**src/core/msdpsc_map.svh**
```systemverilog
// constants of the mobile sdram power-state control block
//----------------------------------------------------------------------
//----------------------------------------------------------------------
`ifndef MSDPSC_MAP_SVH
`define MSDPSC_MAP_SVH
`define MSD_CLK_NS        20
`define MSD_SRFX_NS       120
`define MSD_SRFX_CYC      ((`MSD_SRFX_NS + `MSD_CLK_NS - 1) / `MSD_CLK_NS)
`define MSD_MRD_CYC       2
`define MSD_MR_BL_LSB     0
`define MSD_MR_BURST_READ_SINGLE_WRITE_MODE_BIT   9
`define MSD_AP_BIT        10
`define MSD_EMR_PARTIAL_ARRAY_REFRESH_SELECT_LSB  0
`define MSD_EMR_DS_LSB    5
`define MSD_EMRS_BA       2'h2
`define MSD_MR_RESET      13'h0000
`define MSD_EMR_RESET     13'h0000
`define MSD_BL_FULL       3'h7
`endif

```
**src/core/msdpsc_pkg.sv**
```systemverilog
// types of the mobile sdram power-state control block
package msdpsc_pkg;
   // power and operating states
   typedef enum logic [2:0] {
      MSD_IDLE, MSD_ACTIVE, MSD_PDN, MSD_SREF, MSD_SRFX, MSD_MRD
   } msdpsc_state_e;
   // decoded commands
   typedef enum logic [2:0] {
      MSD_NOP, MSD_ACT, MSD_RD, MSD_WR, MSD_PRE, MSD_BST, MSD_REF, MSD_MRS
   } msdpsc_cmd_e;
   // command pins sampled each edge
   typedef struct packed {
      logic        cke;
      logic        cs_n;
      logic        ras_n;
      logic        cas_n;
      logic        we_n;
      logic [1:0]  ba;
      logic [12:0] addr;
   } msdpsc_cmd_bus_s;
   // one stored write word towards the array
   typedef struct packed {
      logic [1:0]  ba;
      logic [8:0]  col;
      logic [15:0] data;
   } msdpsc_wr_word_s;
endpackage

```
**src/core/msdpsc_ctrl.sv**
```systemverilog
// power-state and command control with write data fifo
`timescale 1ns/1ns
`include "msdpsc_map.svh"

//----------------------------------------------------------------------
// write data fifo
//----------------------------------------------------------------------
module msdpsc_fifo #(
   parameter int WIDTH = 27,
   parameter int DEPTH = 32
) (
   input  wire logic             clk_sys,
   input  wire logic             reset_n,
   input  wire logic             in_valid,
   output logic                  in_ready,
   input  wire logic [WIDTH-1:0] in_data,
   output logic                  out_valid,
   input  wire logic             out_ready,
   output logic [WIDTH-1:0]      out_data
);
   localparam int AW = $clog2(DEPTH);
   logic [WIDTH-1:0] mem [DEPTH];       // storage
   logic [AW-1:0]    wr_ptr_reg;        // write pointer
   logic [AW-1:0]    rd_ptr_reg;        // read pointer
   logic [AW:0]      count_reg;         // words held
   logic             push;
   logic             pop;
   logic [AW:0]      count_next;        // words held after this edge

   assign push       = in_valid && in_ready;
   assign pop        = out_valid && out_ready;
   assign count_next = count_reg + (AW+1)'(push) - (AW+1)'(pop);
   assign out_data  = mem[rd_ptr_reg];

   // storage write
   always_ff @(posedge clk_sys) begin
      if (push) begin
         mem[wr_ptr_reg] <= in_data;
      end
   end

   // pointers and count
   always_ff @(posedge clk_sys) begin
      if (!reset_n) begin
         wr_ptr_reg <= '0;
         rd_ptr_reg <= '0;
         count_reg  <= '0;
         in_ready   <= 1'b1;
         out_valid  <= 1'b0;
      end else begin
         if (push) begin
            wr_ptr_reg <= (wr_ptr_reg == AW'(DEPTH - 1)) ? '0 : wr_ptr_reg + 1'b1;
         end
         if (pop) begin
            rd_ptr_reg <= (rd_ptr_reg == AW'(DEPTH - 1)) ? '0 : rd_ptr_reg + 1'b1;
         end
         // flags follow the next level so the ports come from flops
         count_reg <= count_next;
         in_ready  <= (count_next != DEPTH[AW:0]);
         out_valid <= (count_next != '0);
      end
   end
endmodule

//----------------------------------------------------------------------
// top: command decode, power states, banks, bursts
//----------------------------------------------------------------------
module msdpsc_ctrl
   import msdpsc_pkg::*;
#(
   parameter int FIFO_DEPTH = 32,
   parameter int SRFX_CYC   = `MSD_SRFX_CYC
) (
   input  wire logic            clk_sys,
   input  wire logic            reset_n,
   input  wire msdpsc_cmd_bus_s cmd_in,
   input  wire logic            dqm,
   input  wire logic [15:0]     wr_data,
   output msdpsc_state_e        power_state_reg,
   output logic                 clock_suspend_reg,
   output logic [3:0]           bank_open_reg,
   output logic                 burst_active_reg,
   output logic [12:0]          mode_reg,
   output logic [12:0]          ext_mode_reg,
   output logic                 illegal_cmd_reg,
   output logic                 refresh_pulse_reg,
   output logic                 wr_ready,
   output logic                 arr_valid,
   input  wire logic            arr_ready,
   output msdpsc_wr_word_s      arr_word
);
   // burst length decode, shared by reads and writes
   function automatic logic [8:0] burst_len(input logic [2:0] code);
      case (code)
         3'h0:    burst_len = 9'h001;
         3'h1:    burst_len = 9'h002;
         3'h2:    burst_len = 9'h004;
         3'h3:    burst_len = 9'h008;
         default: burst_len = 9'h100;
      endcase
   endfunction

   // pin decode
   function automatic msdpsc_cmd_e decode(input msdpsc_cmd_bus_s c);
      if (c.cs_n) begin
         decode = MSD_NOP;
      end else begin
         case ({c.ras_n, c.cas_n, c.we_n})
            3'h3:    decode = MSD_ACT;
            3'h5:    decode = MSD_RD;
            3'h4:    decode = MSD_WR;
            3'h2:    decode = MSD_PRE;
            3'h6:    decode = MSD_BST;
            3'h1:    decode = MSD_REF;
            3'h0:    decode = MSD_MRS;
            default: decode = MSD_NOP;
         endcase
      end
   endfunction

   logic             cke_prev_reg;      // clock enable of previous edge
   logic [7:0]       wait_cnt_reg;      // exit and mode-set wait
   logic [1:0]       burst_bank_reg;    // bank of running burst
   logic [8:0]       burst_col_reg;     // next beat column
   logic [8:0]       burst_cnt_reg;     // beats left, zero = close only
   logic             burst_wr_reg;      // running burst is a write
   logic             burst_ap_reg;      // running burst auto precharges
   logic             burst_full_reg;    // full page, no count end
   msdpsc_cmd_e      cmd;               // decoded command
   logic             live;              // internal clock running
   logic             low_pwr;           // any state but active: idle, waits, power down, self refresh
   logic             step;              // burst advances this edge
   logic             stop_now;          // precharge or stop hits burst
   logic             cmd_beat;          // write command carries data
   logic             push;              // word into fifo
   logic [8:0]       new_len;           // length of new burst
   msdpsc_wr_word_s  push_word;

   assign cmd      = decode(cmd_in);
   assign live     = cke_prev_reg;
   assign low_pwr  = (power_state_reg != MSD_ACTIVE);
   assign step     = burst_active_reg && live;
   assign stop_now = live && ((cmd == MSD_BST) ||
                     ((cmd == MSD_PRE) && (cmd_in.addr[`MSD_AP_BIT] || cmd_in.ba == burst_bank_reg)));
   assign cmd_beat = live && (cmd == MSD_WR) && (power_state_reg == MSD_ACTIVE);
   assign new_len  = (cmd == MSD_WR && mode_reg[`MSD_MR_BURST_READ_SINGLE_WRITE_MODE_BIT]) ? 9'h001 :
                     burst_len(mode_reg[`MSD_MR_BL_LSB +: 3]);
   // data on a stop cycle or a precharge that hits the burst, and after it, is dropped
   assign push     = !dqm && (cmd_beat ||
                     (step && burst_wr_reg && burst_cnt_reg != '0 && !stop_now));
   assign push_word.ba   = cmd_beat ? cmd_in.ba : burst_bank_reg;
   assign push_word.col  = cmd_beat ? cmd_in.addr[8:0] : burst_col_reg;
   assign push_word.data = wr_data;

   // previous clock enable
   always_ff @(posedge clk_sys) begin
      if (!reset_n) begin
         cke_prev_reg <= 1'b1;
      end else begin
         cke_prev_reg <= cmd_in.cke;
      end
   end

   // clock suspend follows clock enable one cycle late outside low power
   always_ff @(posedge clk_sys) begin
      if (!reset_n) begin
         clock_suspend_reg <= 1'b0;
      end else if (power_state_reg == MSD_ACTIVE) begin
         clock_suspend_reg <= !cmd_in.cke;
      end else begin
         clock_suspend_reg <= 1'b0;
      end
   end

   // power state machine
   always_ff @(posedge clk_sys) begin
      if (!reset_n) begin
         power_state_reg   <= MSD_IDLE;
         wait_cnt_reg      <= '0;
         illegal_cmd_reg   <= 1'b0;
         refresh_pulse_reg <= 1'b0;
      end else begin
         illegal_cmd_reg   <= 1'b0;
         refresh_pulse_reg <= 1'b0;
         case (power_state_reg)
            MSD_IDLE: begin
               if (live) begin
                  case (cmd)
                     // falling clock enable with nop enters power down
                     MSD_NOP: if (!cmd_in.cke) power_state_reg <= MSD_PDN;
                     MSD_ACT: power_state_reg <= MSD_ACTIVE;
                     MSD_REF: begin
                        if (!cmd_in.cke) begin
                           power_state_reg <= MSD_SREF;
                        end else begin
                           refresh_pulse_reg <= 1'b1;
                        end
                     end
                     MSD_MRS: begin
                        power_state_reg <= MSD_MRD;
                        wait_cnt_reg    <= 8'(`MSD_MRD_CYC - 1);
                     end
                     MSD_WR, MSD_RD, MSD_BST: illegal_cmd_reg <= 1'b1;
                     default: ;
                  endcase
               end
            end
            MSD_ACTIVE: begin
               // back to idle once every bank is closed and no burst runs
               // an activate on that same edge keeps the block active
               if (bank_open_reg == '0 && !burst_active_reg && !(live && cmd == MSD_ACT)) power_state_reg <= MSD_IDLE;
               if (live && (cmd == MSD_REF || cmd == MSD_MRS)) illegal_cmd_reg <= 1'b1;
            end
            MSD_PDN: begin
               if (cmd_in.cke) begin
                  power_state_reg <= MSD_IDLE;
                  if (cmd != MSD_NOP) illegal_cmd_reg <= 1'b1;
               end
            end
            MSD_SREF: begin
               // held low keeps self refresh whatever else the pins do
               if (cmd_in.cke) begin
                  power_state_reg <= MSD_SRFX;
                  wait_cnt_reg    <= 8'(SRFX_CYC - 1);
                  if (cmd != MSD_NOP) illegal_cmd_reg <= 1'b1;
               end
            end
            MSD_SRFX, MSD_MRD: begin
               if (wait_cnt_reg == '0) begin
                  power_state_reg <= MSD_IDLE;
               end else begin
                  wait_cnt_reg <= wait_cnt_reg - 1'b1;
               end
            end
            default: power_state_reg <= MSD_IDLE;
         endcase
      end
   end

   // mode and extended mode registers
   always_ff @(posedge clk_sys) begin
      if (!reset_n) begin
         mode_reg     <= `MSD_MR_RESET;
         ext_mode_reg <= `MSD_EMR_RESET;
      end else if (live && cmd == MSD_MRS && power_state_reg == MSD_IDLE) begin
         if (cmd_in.ba == `MSD_EMRS_BA) begin
            ext_mode_reg <= cmd_in.addr;
         end else begin
            mode_reg <= cmd_in.addr;
         end
      end
   end

   // banks and burst progress
   always_ff @(posedge clk_sys) begin
      if (!reset_n) begin
         bank_open_reg    <= '0;
         burst_active_reg <= 1'b0;
         burst_bank_reg   <= '0;
         burst_col_reg    <= '0;
         burst_cnt_reg    <= '0;
         burst_wr_reg     <= 1'b0;
         burst_ap_reg     <= 1'b0;
         burst_full_reg   <= 1'b0;
      end else begin
         // suspended bursts hold column and count
         if (step) begin
            burst_col_reg <= burst_col_reg + 1'b1;
            if (!burst_full_reg && burst_cnt_reg <= 9'h001) begin
               burst_active_reg <= 1'b0;
               if (burst_ap_reg) bank_open_reg[burst_bank_reg] <= 1'b0;
            end else if (!burst_full_reg) begin
               burst_cnt_reg <= burst_cnt_reg - 1'b1;
            end
         end
         if (live && !low_pwr || live && cmd == MSD_ACT && power_state_reg == MSD_IDLE) begin
            case (cmd)
               MSD_ACT: bank_open_reg[cmd_in.ba] <= 1'b1;
               MSD_PRE: begin
                  if (cmd_in.addr[`MSD_AP_BIT]) begin
                     bank_open_reg <= '0;
                  end else begin
                     bank_open_reg[cmd_in.ba] <= 1'b0;
                  end
                  if (stop_now) burst_active_reg <= 1'b0;
               end
               MSD_BST: burst_active_reg <= 1'b0;
               MSD_RD, MSD_WR: begin
                  // another bank's access starts a pending auto precharge
                  if (burst_active_reg && burst_ap_reg && cmd_in.ba != burst_bank_reg) begin
                     bank_open_reg[burst_bank_reg] <= 1'b0;
                  end
                  burst_bank_reg   <= cmd_in.ba;
                  burst_col_reg    <= cmd_in.addr[8:0] + 1'b1;
                  burst_cnt_reg    <= new_len - 1'b1;
                  burst_wr_reg     <= (cmd == MSD_WR);
                  burst_ap_reg     <= cmd_in.addr[`MSD_AP_BIT];
                  burst_full_reg   <= (new_len == 9'h100);
                  // one-word burst stays only to close its bank next cycle
                  burst_active_reg <= (new_len != 9'h001) || cmd_in.addr[`MSD_AP_BIT];
               end
               default: ;
            endcase
         end
      end
   end

   // write words queue towards the array; back-pressure shows on wr_ready
   msdpsc_fifo #(
      .WIDTH ($bits(msdpsc_wr_word_s)),
      .DEPTH (FIFO_DEPTH)
   ) u_fifo (
      .clk_sys   (clk_sys),
      .reset_n   (reset_n),
      .in_valid  (push),
      .in_ready  (wr_ready),
      .in_data   (push_word),
      .out_valid (arr_valid),
      .out_ready (arr_ready),
      .out_data  (arr_word)
   );
endmodule

```
**config.mk**
```make
export PLATFORM = sky130hd
export DESIGN_NAME = msdpsc_ctrl
export DESIGN_NICKNAME = d
export VERILOG_FILES = /design/src/core/msdpsc_pkg.sv /design/src/core/msdpsc_ctrl.sv
export VERILOG_INCLUDE_DIRS = /design/src /design/src/core
export SDC_FILE = /design/constraint.sdc
export NUM_CORES = 1
export LEC_CHECK = 0
export BUFFER_PORTS_ARGS = -buffer_cell sky130_fd_sc_hd__buf_2
export CELL_PAD_IN_SITES_DETAIL_PLACEMENT = 1
export CELL_PAD_IN_SITES_GLOBAL_PLACEMENT = 1
export CORE_UTILIZATION = 55
export CTS_CLUSTER_DIAMETER = 120
export DETAILED_ROUTE_END_ITERATION = 8
export GPL_TIMING_DRIVEN = 0
export PLACE_DENSITY_LB_ADDON = 0.1
export SYNTH_ARGS = -nofsm -noshare
export SYNTH_HDL_FRONTEND = slang
export SYNTH_SLANG_ARGS = --single-unit
```
**constraint.sdc**
```tcl
create_clock -name clk_sys -period 3.6 [get_ports clk_sys]
set_clock_uncertainty 0.1 [all_clocks]
set_input_delay 0.54 -clock clk_sys [delete_from_list [all_inputs] [get_ports clk_sys]]
set_output_delay 0.54 -clock clk_sys [all_outputs]
set_load 0.005 [all_outputs]
```
## Word-level counts from Yosys, hierarchy flattened

Memory sizes are Yosys's and may differ from the RTL's. A register that Yosys moved wholly into a read port is not among the register bits.
Cells that the tools add are included.

| operators by class | value |
|---|---|
| add/sub/neg operators | 9 |
| order comparisons | 5 |
| eq/ne operators | 40 |
| muxes and demuxes | 58 |
| bitwise logic cells | 7 |
| reductions and logical operators | 59 |

Operators with widths:

| operator | number |
|---|---|
| $mux W9 | 10 |
| $pmux W9 S4 | 1 |
| $mux W8 | 4 |
| $mux W4 | 7 |
| $eq A3 B3 Y1 const B | 9 |
| $logic_and A1 B1 Y1 | 25 |
| $eq A3 B2 Y1 const B | 8 |
| $mux W3 | 8 |
| $pmux W8 S3 | 1 |
| $pmux W3 S7 | 1 |
| $mux W5 | 4 |
| $add A9 B1 Y9 const B | 2 |
| $sub A9 B1 Y9 const B | 2 |
| $pmux W3 S5 | 1 |
| $mux W1 | 14 |
| $and A4 B4 Y4 | 3 |
| $eq A3 B1 Y1 const B | 4 |
| $logic_not A3 Y1 | 4 |
| $ne A2 B2 Y1 const B | 6 |
| $pmux W3 S4 | 1 |
| $pmux W4 S3 | 1 |
| $add A5 B1 Y5 const B | 2 |
| $eq A5 B5 Y1 const B | 2 |
| $eq A9 B9 Y1 const B | 1 |
| 34 further kinds | 57 |

| word-level totals | value |
|---|---|
| flip-flop bits (word level) | 87 |
| bits in writable memories | 864 |
| bits of input ports | 40 |
| output and inout bits | 66 |
| memories | 1 |

Memory list:

| name | words | width | rd ports | clocked after memory_dff | write ports | line | RTL |
|---|---|---|---|---|---|---|---|
| u_fifo.mem | 32 | 27 | 1 | 1 | 1 | msdpsc_ctrl.sv:22 | `logic [WIDTH-1:0] mem [DEPTH];` |

## Logic depth before layout (Yosys ltp)

Gate-level depths: netlist of run 1.

| depth | value |
|---|---|
| depth in word-level cells | 15 |
| mapped depth | 13 |
| mapped depth without buffers | 12 |

## Hierarchy

From an unflattened synthesis of run 1, not the netlist that was laid out.

| unflattened totals | value |
|---|---|
| cell total of the unflattened synthesis | 2,220 |
| area, all modules | 38,436.9 µm² |

By module, submodules not included:

| module | times used | cells each | area an instance (µm²) | seq. area each (µm²) |
|---|---|---|---|---|
| msdpsc_fifo | 1 | 1,752 | 34,315.4 | 26,405.3 |
| msdpsc_ctrl | 1 | 468 | 4,121.5 | 1,381.3 |

## Least setup slack after synthesis of run 1

Ideal clock, no wire load.

| timing | value |
|---|---|
| path kind | in2reg |
| from | input port cmd_in[18] (netlist name) |
| to | register u_fifo.out_valid |
| setup time | 0.127 ns |
| arrival time | 3.023 ns |
| data required time | 3.373 ns |
| setup slack | 0.350 ns |
| stages on the path | 10 |
| path buffers | 2 |
| path through | buf_2 nor4b_4 nand3_1 a21oi_2 buf_2 ha_1 fa_1 or3_1 nor3_1 o21bai_1 |

| on the way | value |
|---|---|
| cells in the longest elaborated chain, start to end | 13 |
| elaborated cells on any way between the ends | 17 |
| classes of those cells | 2 x add/sub; 3 x eq/ne; 1 x mux; 11 x reduce/logical |

Ends and longest elaborated chain:

| item | line | RTL |
|---|---|---|
| start, declared | msdpsc_ctrl.sv:76 | `input wire msdpsc_cmd_bus_s cmd_in,` |
| $mux W3 * | msdpsc_ctrl.sv:105 | `if (c.cs_n) begin` |
| $eq A3 B3 Y1 | msdpsc_ctrl.sv:144 | `` ((cmd == MSD_PRE) && (cmd_in.addr[`MSD_AP_BIT] \|\| cmd_in.ba == burst_bank_reg))); `` |
| $logic_and A1 B1 Y1 | msdpsc_ctrl.sv:144 |  |
| $logic_or A1 B1 Y1 | msdpsc_ctrl.sv:143 | `assign stop_now = live && ((cmd == MSD_BST) \|\|` |
| $logic_and A1 B1 Y1 | msdpsc_ctrl.sv:143 |  |
| $logic_not A1 Y1 | msdpsc_ctrl.sv:150 | `(step && burst_wr_reg && burst_cnt_reg != '0 && !stop_now));` |
| $logic_and A1 B1 Y1 | msdpsc_ctrl.sv:150 |  |
| $logic_or A1 B1 Y1 * | msdpsc_ctrl.sv:149 | `assign push = !dqm && (cmd_beat \|\|` |
| $logic_and A1 B1 Y1 * | msdpsc_ctrl.sv:149 |  |
| $logic_and A1 B1 Y1 * | msdpsc_ctrl.sv:30 | `assign push = in_valid && in_ready;` |
| net u_fifo.push | msdpsc_ctrl.sv:26 | `logic push;` |
| $add A6 B1 Y6 * | msdpsc_ctrl.sv:32 | `assign count_next = count_reg + (AW+1)'(push) - (AW+1)'(pop);` |
| $sub A6 B1 Y6 * | msdpsc_ctrl.sv:32 |  |
| net u_fifo.count_next[1] | msdpsc_ctrl.sv:28 | `logic [AW:0] count_next;` |
| $reduce_bool A6 Y1 * | msdpsc_ctrl.sv:60 | `out_valid <= (count_next != '0);` |
| end signal, assigned | msdpsc_ctrl.sv:60 |  |
| end, declared | msdpsc_ctrl.sv:17 | `output logic out_valid,` |

The timed path passes the listed nets; every way through them passes the cells marked *.
A chain may end at the register's enable or synchronous reset.

==> results.toml, run 1 <==
[yosys]
yosys_warnings = 0
synth_fp_nets = 1977
synth-main-ff-cell = "edfxtp_1"
syn_avg_cell_area_sq_um = 19.8
ys_seq_area_frac = 0.732
netlist_area_sq_mm = 0.0380
synth_cell_types = 67
async_reset_ff_frac = 0
synthCells = 1914
synth-seq-cells = 956
synth_edf_count = 864

[global_routing]
first_global_vias = 21200
grt_max_degree = 33
antenna_found_initial = 1
grt.overflow.total = 0
grt_pass1_wl_mm = 144
grtUsageTotal = 0.289

[die]
die_h_um = 265
coreArea_sq_mm = 0.0678
io_pins = 106
start_util = 0.560
die-area_sq_mm = 0.0701
die_w_um = 265
rows = 95

[detailed_routing]
vias = 19900
drtAntennaViolNets = 0
drt-initial-drc-count = 2028
wirelength_mm = 100
dr.pass1.iters = 7
route.detailed.drc = 0
wire_per_inst_um = 32.3
drt-vias-per-instance = 6.44

[placed_design]
dp.cells = 2909
place_congestion = 0.847
hpwl_mm = 60.9
io_buffers = 102

[clocking]
cts-root-buf = "clkbuf_16"
cts_tree = "done"
holdBufCountCts = 0
clk_pin_slew_ns = 0.06
cts_buffer_depth = 3
clkLatencyLatePin_ns = 0.63
htreeDepth = 3
cts_buffers = 95
clock-sinks = 956

[status]
violations = "negative setup slack"
status = "finished, violations left"

[final_layout]
n_fill_cell = 5631
stdcell_count = 3092
largest_reg_flops = 864
finalNetCount = 2212
area_delta_synth_final_pct = 15.4
fin_util = 0.646
drive_gt1_frac = 0.306
num_antenna_cells = 0

[sta]
fin_crit_ns = 3.62
setup_violations = 4
rsz0062_at_grt = "true"
timing_hold_violations_final = 0
period_share = 1.01
slew_violations = 0
max_freq_mhz = 276
maxSlewHeadroom = 0.337
worst_slew_pin_slew_ns = 0.995
setup_slack_ns = -0.0227

[pwr]
power_leakage_nw = 13.8
power_density_mw_per_mm2 = 569
ir_drop_v = 0.000385

[min_path]
worstHoldPathCells = 3
hp-class = "in2reg"

[critical_path]
r2r.worst_path.cells = 11
worstSetupEndpoint = "arr_word[15]"
reg2reg_from = "burst_cnt_reg[0]"
path_class = "reg2out"
cp_max_fo = 9
critPathArrivalTime_ns = 2.98
r2r_slack_ns = 0.16
endpoint_kind = "output pin"
critical_path_required_ns = 2.96
timing.rr.end = "u_fifo.in_ready"
start_kind = "flop"

[flow_run]
cap_violations = 0
==> critical path, cell delays in order (launching register included) <==
cell and delay (ns):
dfxtp_2 0.34, buf_12 0.14, buf_16 0.20, buf_16 0.16, mux4_2 0.49, mux4_2 0.60, o21a_4 0.27, buf_6 0.12
==> synth_stat cells, types with 14 or more instances <==
cell type  count  area, sq um
nand2_1       59          221
nand3_1       24          120
nor3_1        15         75.1
a21oi_1       25          125
buf_2         33          165
dfxtp_1       92         1840
and3_1        41          257
mux2i_1       88          881
xnor2_1       17          149
o21a_1        28          210
ha_1          22          275
edfxtp_1     864        25900
inv_1         21         78.8
clkbuf_1      44          165
o21ai_0       18         90.1
nor2_1        66          248
a22oi_1       28          210
buf_1         14         52.6
mux4_2       243         5470
a211oi_1      14          105
==> how the worst min path moves through the flow <==
stage	slack, ns	start	to
floorplan	0.34	burst_wr_reg	burst_wr_reg
global placement	0.35	burst_wr_reg	burst_wr_reg
detailed placement	0.36	burst_wr_reg	burst_wr_reg
CTS	0.03	cmd_in[9]	mode_reg[9]
global route	0.06	cmd_in[9]	ext_mode_reg[9]
finish	0.06	cmd_in[9]	mode_reg[9]
==> layout by cell type (no fill, tap or decap), drive strengths merged, types with 4 or more instances in the layout <==
cell | netlist | final
nor3b | 8 | 8
nor4 | 6 | 6
nand2b | 9 | 9
xnor2 | 17 | 17
clkinv | 0 | 34
mux4 | 243 | 243
and3 | 41 | 41
inv | 21 | 24
ha | 22 | 22
o21a | 28 | 28
o31ai | 6 | 6
xor2 | 13 | 13
a211oi | 14 | 14
or3 | 6 | 6
mux2i | 88 | 88
mux2 | 12 | 12
and2 | 9 | 9
clkbuf | 45 | 169
bufinv | 0 | 5
edfxtp | 864 | 864
o21ai | 23 | 23
a21oi | 26 | 26
nor2 | 66 | 66
clkdlybuf4s15 | 0 | 4
a22oi | 28 | 28
nor2b | 6 | 6
nor3 | 15 | 15
a31oi | 12 | 12
dfxtp | 92 | 92
nand2 | 59 | 59
nand3 | 24 | 24
buf | 63 | 195
==> kinds of logic (layout without fill, tap and decap cells) <==
| family | after synthesis | in the layout | synth area share |
|---|---|---|---|
| adder cells (fa/ha/maj) | 23 | 23 | 0.00778 |
| buffers and inverters | 129 | 434 | 0.0160 |
| AND/OR/NAND/NOR | 267 | 267 | 0.0366 |
| XOR/XNOR | 30 | 30 | 0.00692 |
| flip-flops | 956 | 956 | 0.732 |
| AO/OA/AOI/OAI | 166 | 166 | 0.0299 |
| multiplexers | 343 | 343 | 0.171 |
==> stage by stage <==
stage	area (sq um)	total power [mW]	hold WS [ns]	setup slack (ns)	TNS, ns
after floorplan	38000	14.4	0.337	0.350	0
after global placement	39600	15.2	0.349	-0.882	-641.46
after detailed placement	40000	15.3	0.360	-0.640	-54.68
after CTS	43400	24.9	0.0319	-0.0300	-0.142
after global routing	43800	25.6	0.0599	-0.0828	-0.719
final	43800	24.9	0.0612	-0.0227	-0.0408
==> power by group <==
part	switching (mW)	total, mW	internal [mW]
Clock	4.10	9.49	5.38
Combinational	1.68	3.23	1.54
Sequential	0.0714	12.2	12.1
==> layout make-up <==
type                            count  area [sq um]  area share
Buffer                            106           920      0.0210
Clock buffer                      122          2570      0.0587
Clock inverter                     45           360     0.00823
Inverter                           21          78.8     0.00180
Multi-Input combinational cell    829          9810       0.224
Sequential cell                   956         27800       0.635
Tap cell                          873          1090      0.0249
Timing Repair Buffer              140          1170      0.0267
==> per-layer routing <==
metal  up-vias  part of all wire  routed length, um  track usage
met5         -                 0                  0            0
met4         0             0.034               3350       0.0940
met3       161             0.067               6680       0.0510
met2       820              0.51              51400        0.499
met1     10600              0.39              38500        0.376
li1       8319                 -                  -            -
==> timing repair <==
action                     4_1_cts  5_1_grt
setup endpoints to repair      220       25
gates cloned                     0        3
pin swaps                        1        1
gates resized for setup        137       43
buffers inserted                 2       13
(Power assumes the default switching activity.)
==> run 2: changes to the inputs <==
--- a/config.mk
+++ b/config.mk
@@ -9,11 +9,13 @@
 export BUFFER_PORTS_ARGS = -buffer_cell sky130_fd_sc_hd__buf_2
 export CELL_PAD_IN_SITES_DETAIL_PLACEMENT = 1
 export CELL_PAD_IN_SITES_GLOBAL_PLACEMENT = 1
+export CORE_ASPECT_RATIO = 0.9
 export CORE_UTILIZATION = 55
 export CTS_CLUSTER_DIAMETER = 120
 export DETAILED_ROUTE_END_ITERATION = 8
 export GPL_TIMING_DRIVEN = 0
 export PLACE_DENSITY_LB_ADDON = 0.1
+export SKIP_LAST_GASP = 1
 export SYNTH_ARGS = -nofsm -noshare
 export SYNTH_HDL_FRONTEND = slang
 export SYNTH_SLANG_ARGS = --single-unit
==> run 2 against run 1 <==
  * The run still ends with negative setup slack left
  * Global-route usage is 0.063 points lower
  * First-iteration DRC count is 7.3% higher
  * Critical endpoint is now arr_word[1]
  * Largest cell class unchanged
  * Total power up 1.5%
  * Clock-buffer cell count decreased by 10
  * Register-to-register slack barely moved
==> results.toml, run 2 (same netlist as run 1, synthesis figures left out) <==
[final_layout]
design_area_sq_mm = 0.0439
num_antenna_cells = 0
drive_gt1_frac = 0.307
fin_util = 0.641
finalNetCount = 2194
stdcell_count = 3135
largest_reg_flops = 864
area_delta_synth_final_pct = 15.5
layout_common_cells = "edfxtp_1, mux4_2, buf_2"
mostFrequentLayoutCell = "edfxtp_1"
n_fill_cell = 5620

[min_path]
worstHoldPathCells = 3
hp-start = "cmd_in[9]"
whs_endpoint = "mode_reg[9]"
hp-class = "in2reg"

[detailed_routing]
wirelength_mm = 99.2
wire_per_inst_um = 31.6
drtAntennaViolNets = 0
route.detailed.drc = 0
drt-vias-per-instance = 6.37
vias = 20000
drt-initial-drc-count = 2177
dr.pass1.iters = 5

[clocking]
clk_pin_slew_ns = 0.06
htreeDepth = 3
clkLatencyLatePin_ns = 0.64
clock-sinks = 956
cts_buffer_depth = 3
cts_tree = "done"
cts_buffers = 94
cts-root-buf = "clkbuf_16"

[critical_path]
start_kind = "flop"
timing.rr.end = "u_fifo.out_valid"
endpoint_kind = "output pin"
cp_max_fo = 10
critical_path_required_ns = 2.96
path_class = "reg2out"
r2r.worst_path.cells = 11
r2r_slack_ns = 0.16
critPathArrivalTime_ns = 2.98
reg2reg_from = "burst_cnt_reg[0]"

[flow_run]
cap_violations = 0

[status]
violations = "negative setup slack"
status = "finished, violations left"

[die]
die_h_um = 251
rows = 91
start_util = 0.555
die-area_sq_mm = 0.0701
io_pins = 106
die_w_um = 279
coreArea_sq_mm = 0.0684

[global_routing]
grt.overflow.total = 0
first_global_vias = 21100
grtUsageTotal = 0.289
grt_pass1_wl_mm = 143
antenna_found_initial = 0
grt_max_degree = 33

[sta]
timing_hold_violations_final = 0
rsz0062_at_grt = "true"
fin_crit_ns = 3.62
finalSetupTns_ns = -0.0268
period_share = 1.01
setup_violations = 2
slew_violations = 0
holdWs_ns = 0.0608
max_freq_mhz = 276
setup_slack_ns = -0.0195
worst_slew_pin_slew_ns = 1.03
maxSlewHeadroom = 0.313

[pwr]
power_density_mw_per_mm2 = 577
power_leakage_nw = 13.7
ir_drop_v = 0.000430
totalPowerFinal_mw = 25.3

[placed_design]
placed_cell_area_sq_mm = 0.0400
dp_slack_ns = -0.793
dp.cells = 2960
hpwl_mm = 60.5
place_congestion = 0.827
io_buffers = 102
run 2: cell types whose count changed in the layout (fill, tap and decap cells not counted), moves of 5 or more:
| cell | previous run | this run |
|---|---|---|
| buf_4 | 27 | 15 |
| clkbuf_1 | 44 | 34 |
| buf_6 | 16 | 8 |
| bufinv_16 | 5 | 11 |
| buf_16 | 10 | 5 |
run 2: power by group:
| group | switching (mW) | internal, mW | leakage (nW) |
|---|---|---|---|
| logic | 1.64 | 1.51 | 4.05 |
| clock network | 4.15 | 5.77 | 1.51 |
| registers | 0.0882 | 12.1 | 8.15 |
run 2: repair_timing:
item | CTS | global route
gates cloned | 1 | 0
hold buffers | 0 | 0
setup endpoints to repair | 233 | 23
buffers inserted | 6 | 3
pin swaps | 1 | 3
gates resized for setup | 172 | 21
run 2: worst max-delay path by stage:
stage                                    to  slack, ns  depth (start not counted)
after floorplan            u_fifo.out_valid       0.35                         10
after global placement    u_fifo.mem[16][9]      -1.05                          6
after detailed placement   u_fifo.out_valid      -0.79                         10
after CTS                      arr_word[17]      -0.04                          5
after global routing           arr_word[22]      -0.06                          8
final                           arr_word[1]      -0.02                          8
run 2: worst max-delay path: stages (launching register included):
cell     delay (ns)
dfxtp_4        0.46
buf_12         0.21
buf_16         0.16
buf_16         0.17
mux4_2         0.52
mux2i_2        0.24
a22oi_1        0.20
o21a_1         0.21
buf_2          0.13
run 2: final cells by class:
class / instances / area, sq um / area share
Tap cell: 930 / 1160 / 0.0265
Sequential cell: 956 / 27800 / 0.634
Clock inverter: 58 / 598 / 0.0136
Buffer: 104 / 960 / 0.0219
Clock buffer: 112 / 2510 / 0.0573
Inverter: 21 / 78.8 / 0.00180
Multi-Input combinational cell: 829 / 9840 / 0.224
Timing Repair Buffer: 125 / 906 / 0.0207
run 2: layer usage:
| layer | GRT usage | wire length, um | vias to the layer above | part of all wire |
|---|---|---|---|---|
| li1 | - | - | 8317 | - |
| met1 | 0.405 | 40900 | 10700 | 0.41 |
| met5 | 0 | 0 | - | 0 |
| met4 | 0.0856 | 2550 | 0 | 0.026 |
| met3 | 0.0467 | 6810 | 143 | 0.069 |
| met2 | 0.472 | 48900 | 805 | 0.49 |
==> run 3: changes to the inputs <==
--- a/config.mk
+++ b/config.mk
@@ -14,8 +14,9 @@
 export CTS_CLUSTER_DIAMETER = 120
 export DETAILED_ROUTE_END_ITERATION = 8
 export GPL_TIMING_DRIVEN = 0
-export PLACE_DENSITY_LB_ADDON = 0.1
+export PLACE_DENSITY_LB_ADDON = 0.05
 export SKIP_LAST_GASP = 1
 export SYNTH_ARGS = -nofsm -noshare
 export SYNTH_HDL_FRONTEND = slang
 export SYNTH_SLANG_ARGS = --single-unit
+export TNS_END_PERCENT = 50
==> run 3 against run 2 <==
  * Largest power group unchanged
  * Global-route usage increased by 0.41 points
  * First-iteration DRC count decreased by 5.7%
  * Via count increased by 0.69%
  * Combinational power is 2% lower
  * Critical endpoint is now arr_word[18]
  * Sequential share of layout area down 0.18 points
  * The flow now finishes without violations
  * Design area up 0.28%
==> results.toml, run 3 (same netlist as run 1, synthesis figures left out) <==
[status]
status = "finished, final reports clean"

[detailed_routing]
drt-initial-drc-count = 2053
wire_per_inst_um = 32.0
drt-vias-per-instance = 6.36
wirelength_mm = 101
drtAntennaViolNets = 0
dr.pass1.iters = 5
route.detailed.drc = 0
vias = 20100

[critical_path]
slowest_stage = "mux4_2"
path_cells = "buf_12 -> buf_12 -> buf_12 -> mux4_2 -> mux2i_1 -> a22oi_1 -> o21a_1 -> buf_2"
cp_max_fo = 10
cpMostUsedCell = "buf_12"
critPathArrivalTime_ns = 2.93
path_class = "reg2out"
critical_path_required_ns = 2.96
endpoint_kind = "output pin"
max_stage_delay_ns = 0.54
start_kind = "flop"

[placed_design]
dp.cells = 2974
io_buffers = 102
dp_slack_ns = -0.826
hpwl_mm = 62.3
place_congestion = 0.813

[min_path]
hp-class = "in2reg"

[global_routing]
grt_max_degree = 33
grt.overflow.total = 0
grt_pass1_wl_mm = 145
grtUsageTotal = 0.293
first_global_vias = 20900
antenna_found_initial = 1

[clocking]
clock-sinks = 956
cts_buffers = 94
cts_buffer_depth = 3
htreeDepth = 3
holdBufCountCts = 0
cts-root-buf = "clkbuf_16"
clkLatencyLatePin_ns = 0.65
cts_tree = "done"
clk_pin_slew_ns = 0.06

[sta]
fin_crit_ns = 3.57
slew_violations = 0
period_share = 0.991
timing_hold_violations_final = 0
holdWs_ns = 0.0498
max_freq_mhz = 280
rsz0062_at_grt = "true"
setup_slack_ns = 0.0333
setup_violations = 0
maxSlewHeadroom = 0.360
worst_slew_pin_slew_ns = 0.960

[final_layout]
mostFrequentLayoutCell = "edfxtp_1"
layout_common_cells = "edfxtp_1, mux4_2, buf_2"
n_fill_cell = 5687
finalNetCount = 2212
stdcell_count = 3158
seqCellArea_sq_mm = 0.0278
area_delta_synth_final_pct = 15.8
drive_gt1_frac = 0.308
largest_reg_flops = 864
multi_input_area_sq_mm = 0.00981

[die]
io_pins = 106
start_util = 0.555
coreArea_sq_mm = 0.0684
die-area_sq_mm = 0.0701
rows = 91
die_h_um = 251
die_w_um = 279

[pwr]
power_leakage_nw = 13.8
power_density_mw_per_mm2 = 570
totalPowerFinal_mw = 25.0
ir_drop_v = 0.000425

[flow_run]
cap_violations = 0
==> run 3: cell count changes in the layout (fill, tap and decap cells not counted), sizes merged <==
cell and delta:
buf +18, inv -3, clkbuf +11, bufinv -3
diode +2, clkinv +4, clkinvlp -6
==> run 3: worst max-delay path: cells and delay by family, from the launching register on <==
kind                   cells  cell delay [ns]
DFF                        1             0.45
muxes                      2             0.76
buffers and inverters      4             0.69
AOI/OAI and AO/OA          2             0.35
==> run 3: stage by stage <==
step | setup TNS [ns] | utilization | area, sq um
after floorplan | 0 | - | 38000
after global placement | -760.17 | 0.579 | 39600
after detailed placement | -65.52 | 0.588 | 40200
after CTS | -0.0401 | 0.641 | 43900
after global routing | -0.0833 | 0.643 | 44000
final | 0 | 0.643 | 44000
==> run 3: area by class of cell <==
cell class              count  area share
flip-flops and latches    956       0.632
multi-input cells         829       0.223
clock buffers             123      0.0576
repair buffers            142      0.0270
well taps                 930      0.0265
plain buffers             105      0.0205
clock inverters            50      0.0114
inverters                  21     0.00179
diodes                      2    0.000114
==> run 3: report_power, final <==
part,internal (mW),leakage [nW],switching (mW)
registers,12.1,8.15,0.0908
clock network,5.55,1.49,4.20
logic,1.47,4.14,1.61
==> run 3: what timing repair did <==
| item | 4_1_cts | 5_1_grt |
|---|---|---|
| setup buffers | 5 | 6 |
| endpoints found under the hold margin | 0 | 0 |
| endpoints found under the setup margin | 71 | 17 |
| pin swaps | 0 | 3 |
| resized for setup | 162 | 15 |
| gates cloned | 1 | 0 |
==> run 3: layer usage <==
layer / track usage / routed length [um]
met1: 0.415 / 42100
met2: 0.474 / 49600
met3: 0.0501 / 7030
met4: 0.0824 / 2400
met5: 0 / 0
==> run 3: final timing paths <==
check | start | to | slack [ns] | cells after the start
min | cmd_in[9] | mode_reg[9] | 0.05 | 3
max | flop | arr_word[18] | 0.03 | 8
min reg2reg | burst_wr_reg | burst_wr_reg | 0.37 | 2
max reg2reg | cke_prev_reg | u_fifo.mem[2][3] | 0.17 | 8
